--- config.mk ---
export PLATFORM = sky130hd
export DESIGN_NAME = lcd_core
export DESIGN_NICKNAME = d
export VERILOG_FILES = /design/src/core/lcd_core.v
export VERILOG_INCLUDE_DIRS = /design/src /design/src/common
export SDC_FILE = /design/constraint.sdc
export NUM_CORES = 2
export LEC_CHECK = 0
export BUFFER_PORTS_ARGS = -buffer_cell sky130_fd_sc_hd__buf_2
export CAP_MARGIN = 20
export CORE_MARGIN = 10
export CORE_UTILIZATION = 40
export DETAILED_ROUTE_END_ITERATION = 7
export PLACE_DENSITY = 0.65
export SYNTH_ARGS = -nofsm -noshare
export SYNTH_HDL_FRONTEND = slang
export SYNTH_SLANG_ARGS = --single-unit
--- constraint.sdc ---
create_clock -name clk_sys_i -period 13.4 [get_ports clk_sys_i]
set_input_delay 0.67 -clock clk_sys_i [delete_from_list [all_inputs] [get_ports clk_sys_i]]
set_output_delay 0.67 -clock clk_sys_i [all_outputs]
set_load 0.01 [all_outputs]
--- src/common/lcd_regs.vh ---
`ifndef LCD_REGS_VH
`define LCD_REGS_VH
// ------------------------------------------------------------
// bus register byte offsets
// ------------------------------------------------------------
`define LCD_OFS_CTRL 8'h00
`define LCD_OFS_WREG 8'h04
`define LCD_OFS_STAT 8'h08
`define LCD_OFS_TIMER 8'h0c
`define LCD_OFS_PORT 8'h10
`define LCD_OFS_PINS 8'h14
// ------------------------------------------------------------
// control fields
// ------------------------------------------------------------
`define LCD_CTRL_PS_ASSIGN 0
`define LCD_CTRL_RATE_LO 1
`define LCD_CTRL_RATE_HI 3
`define LCD_CTRL_BANK 4
`define LCD_CTRL_RST 5'h00
// ------------------------------------------------------------
// status fields
// ------------------------------------------------------------
`define LCD_ST_C 0
`define LCD_ST_HALF_CARRY 1
`define LCD_ST_Z 2
`define LCD_ST_POWERDOWN 3
`define LCD_ST_TIMEOUT 4
`define LCD_STAT_RST 5'h18
// ------------------------------------------------------------
// special file addresses (7-bit field)
// ------------------------------------------------------------
`define LCD_F_TIMER 7'h01
`define LCD_F_PROG_LOW 7'h02
`define LCD_F_PORT 7'h05
// ------------------------------------------------------------
// opcode patterns
// ------------------------------------------------------------
`define LCD_OP_STANDBY 14'h0063
`define LCD_OP_RETURN 7'h08
`define LCD_OP_RET_INT 7'h09
`define LCD_OP_MINUS 3'h6
`define LCD_OP_XOR 4'ha
`define LCD_OP_RET_LIT 2'h1
`endif

--- src/core/lcd_core.v ---
// Implementation choices: the AHB-Lite register port and the placing of the registers.
`timescale 1ns/1ps
`include "lcd_regs.vh"
// What this block does
// RULE_01 - word 0x0063 enters standby in one cycle, sets timeout, clears powerdown flag
// RULE_02 - 11 110x k computes literal minus accumulator, updates carry, half carry, zero
// RULE_03 - 11 1010 k computes literal xor accumulator, updates only zero flag
// RULE_04 - reading the I/O port for modify-write uses synchronised pin levels
// RULE_05 - file writes to the timer clear the prescaler when it is assigned there
// RULE_06 - program counter change or true skip costs a second no-operation cycle
// RULE_07 - seven-bit file field selects location 0x00..0x7F within the current bank
// RULE_08 - literal field feeds constant data from the instruction word to the ALU
// RULE_09 - literal subtract and xor results land in accumulator at end of cycle
module lcd_core #(
  parameter MEM_BANKS = 2
) (
  // clock and reset
  input wire clk_sys_i,
  input wire rst_n_i,
  // instruction stream
  input wire instr_valid_i,
  input wire [13:0] instr_i,
  // pins
  input wire [7:0] port_pins_i,
  input wire timer_tick_i,
  output reg [7:0] port_o,
  output reg standby_o,
  output reg pc_change_o,
  output reg nop_cycle_o,
  output reg [7:0] acc_o,
  // ahb-lite slave
  input wire hsel,
  input wire [31:0] haddr,
  input wire [1:0] htrans,
  input wire hwrite,
  input wire [2:0] hsize,
  input wire [31:0] hwdata,
  input wire hready,
  output wire hreadyout,
  output wire hresp,
  output reg [31:0] hrdata
);
  // ------------------------------------------------------------
  // state
  // ------------------------------------------------------------
  reg [7:0] mem_reg [0:MEM_BANKS*128-1];
  reg [4:0] ctrl_reg;
  reg [4:0] stat_reg;
  reg [7:0] timer_reg;
  reg [7:0] ps_reg;
  reg squash_reg;
  reg [7:0] pins_s1_reg;
  reg [7:0] pins_reg;
  reg tick_s1_reg;
  reg tick_s2_reg;
  reg tick_d_reg;
  reg bus_wr_reg;
  reg [7:0] bus_addr_reg;

  function lcd_zero;
    input [7:0] v;
    begin
      lcd_zero = (v == 8'h00);
    end
  endfunction

  // ------------------------------------------------------------
  // decode and execute
  // ------------------------------------------------------------
  wire exec = instr_valid_i & ~squash_reg;
  wire [6:0] fld_f = instr_i[6:0];
  wire [7:0] lit_k = instr_i[7:0];
  wire dsel = instr_i[7];
  wire [2:0] bsel = instr_i[9:7];
  wire bank = (MEM_BANKS > 1) ? ctrl_reg[`LCD_CTRL_BANK] : 1'b0;
  wire [7:0] mem_addr = {bank, fld_f}; // [RULE_07]
  wire [7:0] bmask = 8'h01 << bsel;
  wire [8:0] sub_full = {1'b0, lit_k} - {1'b0, acc_o}; // [RULE_08]
  wire [4:0] sub_low = {1'b0, lit_k[3:0]} - {1'b0, acc_o[3:0]};
  reg [7:0] src;
  reg [7:0] res;
  reg wr_f;
  reg wr_w;
  reg z_we;
  reg cdc_we;
  reg pc_chg;
  reg skip;
  reg sleep_op;

  always @* begin
    // pins, not the latch, so driven-low inputs read back as zero
    if (fld_f == `LCD_F_PORT)
      src = pins_reg; // [RULE_04]
    else if (fld_f == `LCD_F_TIMER)
      src = timer_reg;
    else
      src = mem_reg[mem_addr]; // [RULE_07]
    res = 8'h00;
    wr_f = 1'b0;
    wr_w = 1'b0;
    z_we = 1'b0;
    cdc_we = 1'b0;
    pc_chg = 1'b0;
    skip = 1'b0;
    sleep_op = 1'b0;
    if (exec) begin
      case (instr_i[13:12])
        2'b00: begin
          wr_f = dsel;
          wr_w = ~dsel;
          z_we = 1'b1;
          case (instr_i[11:8])
            4'h0: begin
              z_we = 1'b0;
              wr_w = 1'b0;
              res = acc_o;
              if (instr_i == `LCD_OP_STANDBY)
                sleep_op = 1'b1; // [RULE_01]
              if (~dsel && (fld_f == `LCD_OP_RETURN || fld_f == `LCD_OP_RET_INT))
                pc_chg = 1'b1; // [RULE_06]
            end
            4'h1: res = 8'h00;
            4'h3: res = src - 8'h01;
            4'h4: res = src | acc_o;
            4'h5: res = src & acc_o;
            4'h6: res = src ^ acc_o;
            4'h8: res = src;
            4'h9: res = ~src;
            4'ha: res = src + 8'h01;
            4'hb: begin
              res = src - 8'h01;
              z_we = 1'b0;
              skip = lcd_zero(src - 8'h01); // [RULE_06]
            end
            4'hf: begin
              res = src + 8'h01;
              z_we = 1'b0;
              skip = lcd_zero(src + 8'h01); // [RULE_06]
            end
            default: begin
              // other opcodes are not executed: no file or accumulator write, no flag update
              wr_f = 1'b0;
              wr_w = 1'b0;
              z_we = 1'b0;
            end
          endcase
        end
        2'b01: begin
          case (instr_i[11:10])
            2'b00: begin
              res = src & ~bmask;
              wr_f = 1'b1;
            end
            2'b01: begin
              res = src | bmask;
              wr_f = 1'b1;
            end
            2'b10: skip = ~|(src & bmask); // [RULE_06]
            default: skip = |(src & bmask); // [RULE_06]
          endcase
        end
        2'b10: pc_chg = 1'b1; // [RULE_06]
        default: begin
          if (instr_i[11:9] == `LCD_OP_MINUS) begin
            res = sub_full[7:0]; // [RULE_02]
            wr_w = 1'b1;
            z_we = 1'b1;
            cdc_we = 1'b1;
          end else if (instr_i[11:8] == `LCD_OP_XOR) begin
            res = lit_k ^ acc_o; // [RULE_03]
            wr_w = 1'b1;
            z_we = 1'b1;
          end else if (instr_i[11:10] == `LCD_OP_RET_LIT) begin
            res = lit_k;
            wr_w = 1'b1;
            pc_chg = 1'b1; // [RULE_06]
          end
        end
      endcase
      if (wr_f && fld_f == `LCD_F_PROG_LOW)
        pc_chg = 1'b1; // [RULE_06]
    end
  end

  // ------------------------------------------------------------
  // timer and prescaler
  // ------------------------------------------------------------
  wire tick_rise = tick_s2_reg & ~tick_d_reg;
  wire ps_assign = ctrl_reg[`LCD_CTRL_PS_ASSIGN];
  wire [7:0] ps_top = (8'h02 << ctrl_reg[`LCD_CTRL_RATE_HI:`LCD_CTRL_RATE_LO]) - 8'h01;
  wire tmr_wr = wr_f && fld_f == `LCD_F_TIMER;

  always @(posedge clk_sys_i or negedge rst_n_i) begin
    if (!rst_n_i) begin
      pins_s1_reg <= 8'h00;
      pins_reg <= 8'h00;
      tick_s1_reg <= 1'b0;
      tick_s2_reg <= 1'b0;
      tick_d_reg <= 1'b0;
      timer_reg <= 8'h00;
      ps_reg <= 8'h00;
    end else begin
      pins_s1_reg <= port_pins_i;
      pins_reg <= pins_s1_reg;
      tick_s1_reg <= timer_tick_i;
      tick_s2_reg <= tick_s1_reg;
      tick_d_reg <= tick_s2_reg;
      if (tmr_wr) begin
        timer_reg <= res;
        if (ps_assign)
          ps_reg <= 8'h00; // [RULE_05]
      end else if (tick_rise) begin
        if (!ps_assign) begin
          timer_reg <= timer_reg + 8'h01;
        end else if (ps_reg >= ps_top) begin
          ps_reg <= 8'h00;
          timer_reg <= timer_reg + 8'h01;
        end else begin
          ps_reg <= ps_reg + 8'h01;
        end
      end
    end
  end

  // ------------------------------------------------------------
  // core state and flags
  // ------------------------------------------------------------
  always @(posedge clk_sys_i) begin
    if (wr_f && fld_f != `LCD_F_PORT && fld_f != `LCD_F_TIMER)
      mem_reg[mem_addr] <= res; // [RULE_07]
  end

  always @(posedge clk_sys_i or negedge rst_n_i) begin
    if (!rst_n_i) begin
      acc_o <= 8'h00;
      port_o <= 8'h00;
      stat_reg <= `LCD_STAT_RST;
      squash_reg <= 1'b0;
      standby_o <= 1'b0;
      pc_change_o <= 1'b0;
      nop_cycle_o <= 1'b0;
      ctrl_reg <= `LCD_CTRL_RST;
    end else begin
      standby_o <= sleep_op;
      pc_change_o <= pc_chg;
      nop_cycle_o <= instr_valid_i & squash_reg;
      // second cycle of a branch or taken skip runs as a no-operation
      if (instr_valid_i)
        squash_reg <= ~squash_reg & (pc_chg | skip); // [RULE_06]
      if (wr_f && fld_f == `LCD_F_PORT)
        port_o <= res;
      if (bus_wr_reg && bus_addr_reg == `LCD_OFS_CTRL)
        ctrl_reg <= hwdata[4:0];
      // core write wins over a bus write in the same cycle
      if (wr_w)
        acc_o <= res; // [RULE_09]
      else if (bus_wr_reg && bus_addr_reg == `LCD_OFS_WREG)
        acc_o <= hwdata[7:0];
      if (z_we)
        stat_reg[`LCD_ST_Z] <= lcd_zero(res); // [RULE_02] [RULE_03]
      if (cdc_we) begin
        stat_reg[`LCD_ST_C] <= ~sub_full[8]; // [RULE_02]
        stat_reg[`LCD_ST_HALF_CARRY] <= ~sub_low[4]; // [RULE_02]
      end
      if (sleep_op) begin
        stat_reg[`LCD_ST_TIMEOUT] <= 1'b1; // [RULE_01]
        stat_reg[`LCD_ST_POWERDOWN] <= 1'b0; // [RULE_01]
      end
    end
  end

  // ------------------------------------------------------------
  // ahb-lite slave, zero wait states
  // ------------------------------------------------------------
  wire bus_go = hsel & htrans[1] & hready;
  reg [31:0] rd_val;

  assign hreadyout = 1'b1;
  assign hresp = 1'b0;

  always @* begin
    case (haddr[7:0])
      `LCD_OFS_CTRL: rd_val = {27'h0, ctrl_reg};
      `LCD_OFS_WREG: rd_val = {24'h0, acc_o};
      `LCD_OFS_STAT: rd_val = {27'h0, stat_reg};
      `LCD_OFS_TIMER: rd_val = {24'h0, timer_reg};
      `LCD_OFS_PORT: rd_val = {24'h0, port_o};
      `LCD_OFS_PINS: rd_val = {24'h0, pins_reg};
      default: rd_val = 32'h0;
    endcase
    if (|haddr[31:8])
      rd_val = 32'h0;
  end

  always @(posedge clk_sys_i or negedge rst_n_i) begin
    if (!rst_n_i) begin
      bus_wr_reg <= 1'b0;
      bus_addr_reg <= 8'h00;
      hrdata <= 32'h0;
    end else begin
      if (hready) begin
        bus_wr_reg <= bus_go & hwrite & ~|haddr[31:8];
        bus_addr_reg <= haddr[7:0];
      end
      if (bus_go & ~hwrite)
        hrdata <= rd_val;
    end
  end
endmodule

==> results.json <==
{
  "cp-start-kind": "input pin",
  "period_needed_ps": 8330,
  "arrival_ps": 8810,
  "synth.avg_cell_area_um2": 18.2,
  "globalplace.congestion": 0.922,
  "die_w_um": 487,
  "synth_warnings": 0,
  "dieArea_mm2": 0.237,
  "via_per_inst": 6.08,
  "final_nets": 5118,
  "antenna_found_initial": 15,
  "grt_pass1_vias": 47295,
  "dp_slack_ps": 4580,
  "drv_slew": 0,
  "die_h_um": 487,
  "grt_pass1_wl_mm": 358,
  "synth_edf_count": 2048,
  "wire_per_inst_um": 31.7,
  "reg2reg_depth": 19,
  "ctsRootBufferMaster": "clkbuf_16",
  "status": "finished clean",
  "hold_end": "ctrl_reg[4]$_DFFE_PN0P_",
  "tritoncts": "built",
  "yosysMostFrequentCell": "edfxtp_1",
  "htree_levels": 4,
  "areaGrowthSynthToFinish_pct": 11.8,
  "critPathKind": "in2reg",
  "placed_cells_incl_taps": 7613,
  "clk_latency_ps": 850,
  "final_antenna_net_count": 0,
  "end_kind": "register",
  "stdcell_count": 8012,
  "fmax_mhz": 120,
  "synth_area_leaders": "edfxtp_1, mux4_2, mux2i_1, dfrtp_1, a22oi_1",
  "layout_setup_ws_ps": 5070,
  "r2r_start": "ctrl_reg[4]$_DFFE_PN0P_",
  "postSynthCellCount": 4798,
  "setup_viol": 0,
  "ios": 151,
  "fin_tns_setup_ps": 0,
  "slew_headroom_pct": 6.71,
  "synth_top_area_share_pct": 70.4,
  "ys_seq_area_share_pct": 72.7,
  "grt_remaining_overflow": 0,
  "skew_ps": 62.8,
  "total_power_mw": 14.3,
  "row_count": 171,
  "n_fill_cell": 18239,
  "cap_violations": 0,
  "r2r_end": "mem_reg[79][6]$_DFFE_PP_",
  "synth_cell_types": 105,
  "hpwlAfterDp_mm": 157,
  "hp-start": "hwdata[4]",
  "ys_dominant_reg_cell": "edfxtp_1",
  "hold_viol": 0,
  "vdd_drop_max_v": 0.000135,
  "ys_ff_latch": 2129,
  "critPathRequiredTime_ps": 13880,
  "crit_fanout": 170,
  "hold_path.class": "in2reg",
  "cts.clk_slew.worst_paths_ps": 60,
  "p_leak_nw": 32.6,
  "rsz0062_at_grt": "no",
  "drt_pre_antenna_iters": 8,
  "drt-total-wl_mm": 254,
  "regToRegSetupSlack_ps": 5490,
  "cts.sinks": 2129,
  "drive_gt1_share_pct": 19.3,
  "finalCritPeriodShare_pct": 62.1,
  "grt_start_max_net_pins": 228,
  "initial_utilization_pct": 40.2,
  "fp.coreArea_mm2": 0.217,
  "drc": 0,
  "synth_area_mm2": 0.0873,
  "via_count": 48695,
  "numCtsBuffers": 206,
  "port_buffers": 96,
  "synthArstFlopShare_pct": 3.80,
  "largest_reg_flops": 2048,
  "min_path_cells": 3,
  "track_usage_pct": 20.7,
  "drtIter0Drc": 6355,
  "synth.largest_area_cell": "edfxtp_1",
  "powerDensity_mw_per_mm2": 147,
  "synth_common_cells": "edfxtp_1, mux4_2, nor2_1",
  "clk_path_buf_depth": 3,
  "tightest_slew_ps": 1400
}
layout by cell type (no fill, tap or decap), drive strengths merged, types with 64 or more instances in the layout:
cell	instances
a21oi	78
a22oi	169
buf	227
clkbuf	257
clkinv	90
dfrtp	80
edfxtp	2048
mux2	64
mux2i	329
mux4	367
nand2	200
nand3	149
nor2	339
o21ai	67
routing by layer:
| layer | part of all wire (%) | global-route usage [%] |
|---|---|---|
| met2 | 45 | 31.2 |
| met3 | 12 | 6.39 |
| met1 | 39 | 28.3 |
| met4 | 4.3 | 7.79 |
| met5 | 0.035 | 0 |
worst max-delay path, cell delays in order:
cell	delay, ps
buf_8	300
buf_4	680
buf_4	350
mux4_1	360
a32oi_1	620
nand4_1	610
or4_1	780
nor4_2	300
buf_4	240
nand2b_1	370
inv_1	180
ha_1	290
o21ai_1	240
o31ai_1	120
a2bb2oi_1	200
o31ai_1	100
buf_4	180
nand2b_1	240
inv_8	600
buf_4	890
power breakdown:
part	internal, mW	switching [mW]	total, mW	leakage, nW
Combinational	0.325	0.715	1.04	8.90
Clock	3.33	2.53	5.86	3.29
Sequential	7.37	0.0523	7.42	20.4
area by class of cell:
cell class | instances | area [um^2] | share of cell area [%]
Clock inverter | 121 | 1370 | 1.40
Clock buffer | 256 | 5410 | 5.53
Inverter | 41 | 173 | 0.177
Antenna cell | 7 | 17.5 | 0.0179
Tap cell | 2854 | 3570 | 3.66
Sequential cell | 2129 | 63500 | 65.1
Timing Repair Buffer | 238 | 1790 | 1.83
Multi-Input combinational cell | 2366 | 21800 | 22.3
what timing repair did:
action | CTS | global route
resized for setup | 0 | 0
hold buffers | 9 | 1
endpoints found under the hold margin | 9 | 26
buffers inserted | 0 | 0
metrics by stage:
step                utilization (%)  hold WS [ps]  instance area (um^2)
finish                         45.0          80.7                 97700
floorplan                         -           331                 87500
CTS                            44.9          13.2                 97500
global route                   45.0          71.3                 97600
global placement               41.8           338                 90700
detailed placement             41.8           336                 90700
how the worst max path moves through the flow:
| stage | slack [ps] | cells past startpoint | end | start |
|---|---|---|---|---|
| after floorplan | 80 | 16 | mem_reg[0][2]$_DFFE_PP_ | instr_i[0] |
| after global placement | 4710 | 19 | mem_reg[72][6]$_DFFE_PP_ | instr_i[0] |
| after detailed placement | 4580 | 19 | mem_reg[76][6]$_DFFE_PP_ | instr_i[0] |
| after CTS | 5460 | 19 | mem_reg[13][6]$_DFFE_PP_ | instr_i[0] |
| after global routing | 5040 | 19 | mem_reg[13][6]$_DFFE_PP_ | instr_i[0] |
| final | 5070 | 20 | mem_reg[79][6]$_DFFE_PP_ | instr_i[1] |
logic make-up (layout without fill, tap and decap cells):
kind of cell / count (synthesis) / in the layout / synth area share [%]
adder cells (fa/ha/maj): 38 / 38 / 0.553
buffers and inverters: 359 / 656 / 2.68
multiplexers: 760 / 760 / 14.1
other: 2 / 65 / 0.00860
AO/OA/AOI/OAI: 588 / 588 / 4.87
XOR/XNOR: 7 / 7 / 0.0702
flip-flops: 2129 / 2129 / 72.7
AND/OR/NAND/NOR: 915 / 915 / 4.97
No activity file was read; power rests on OpenSTA's default activity.
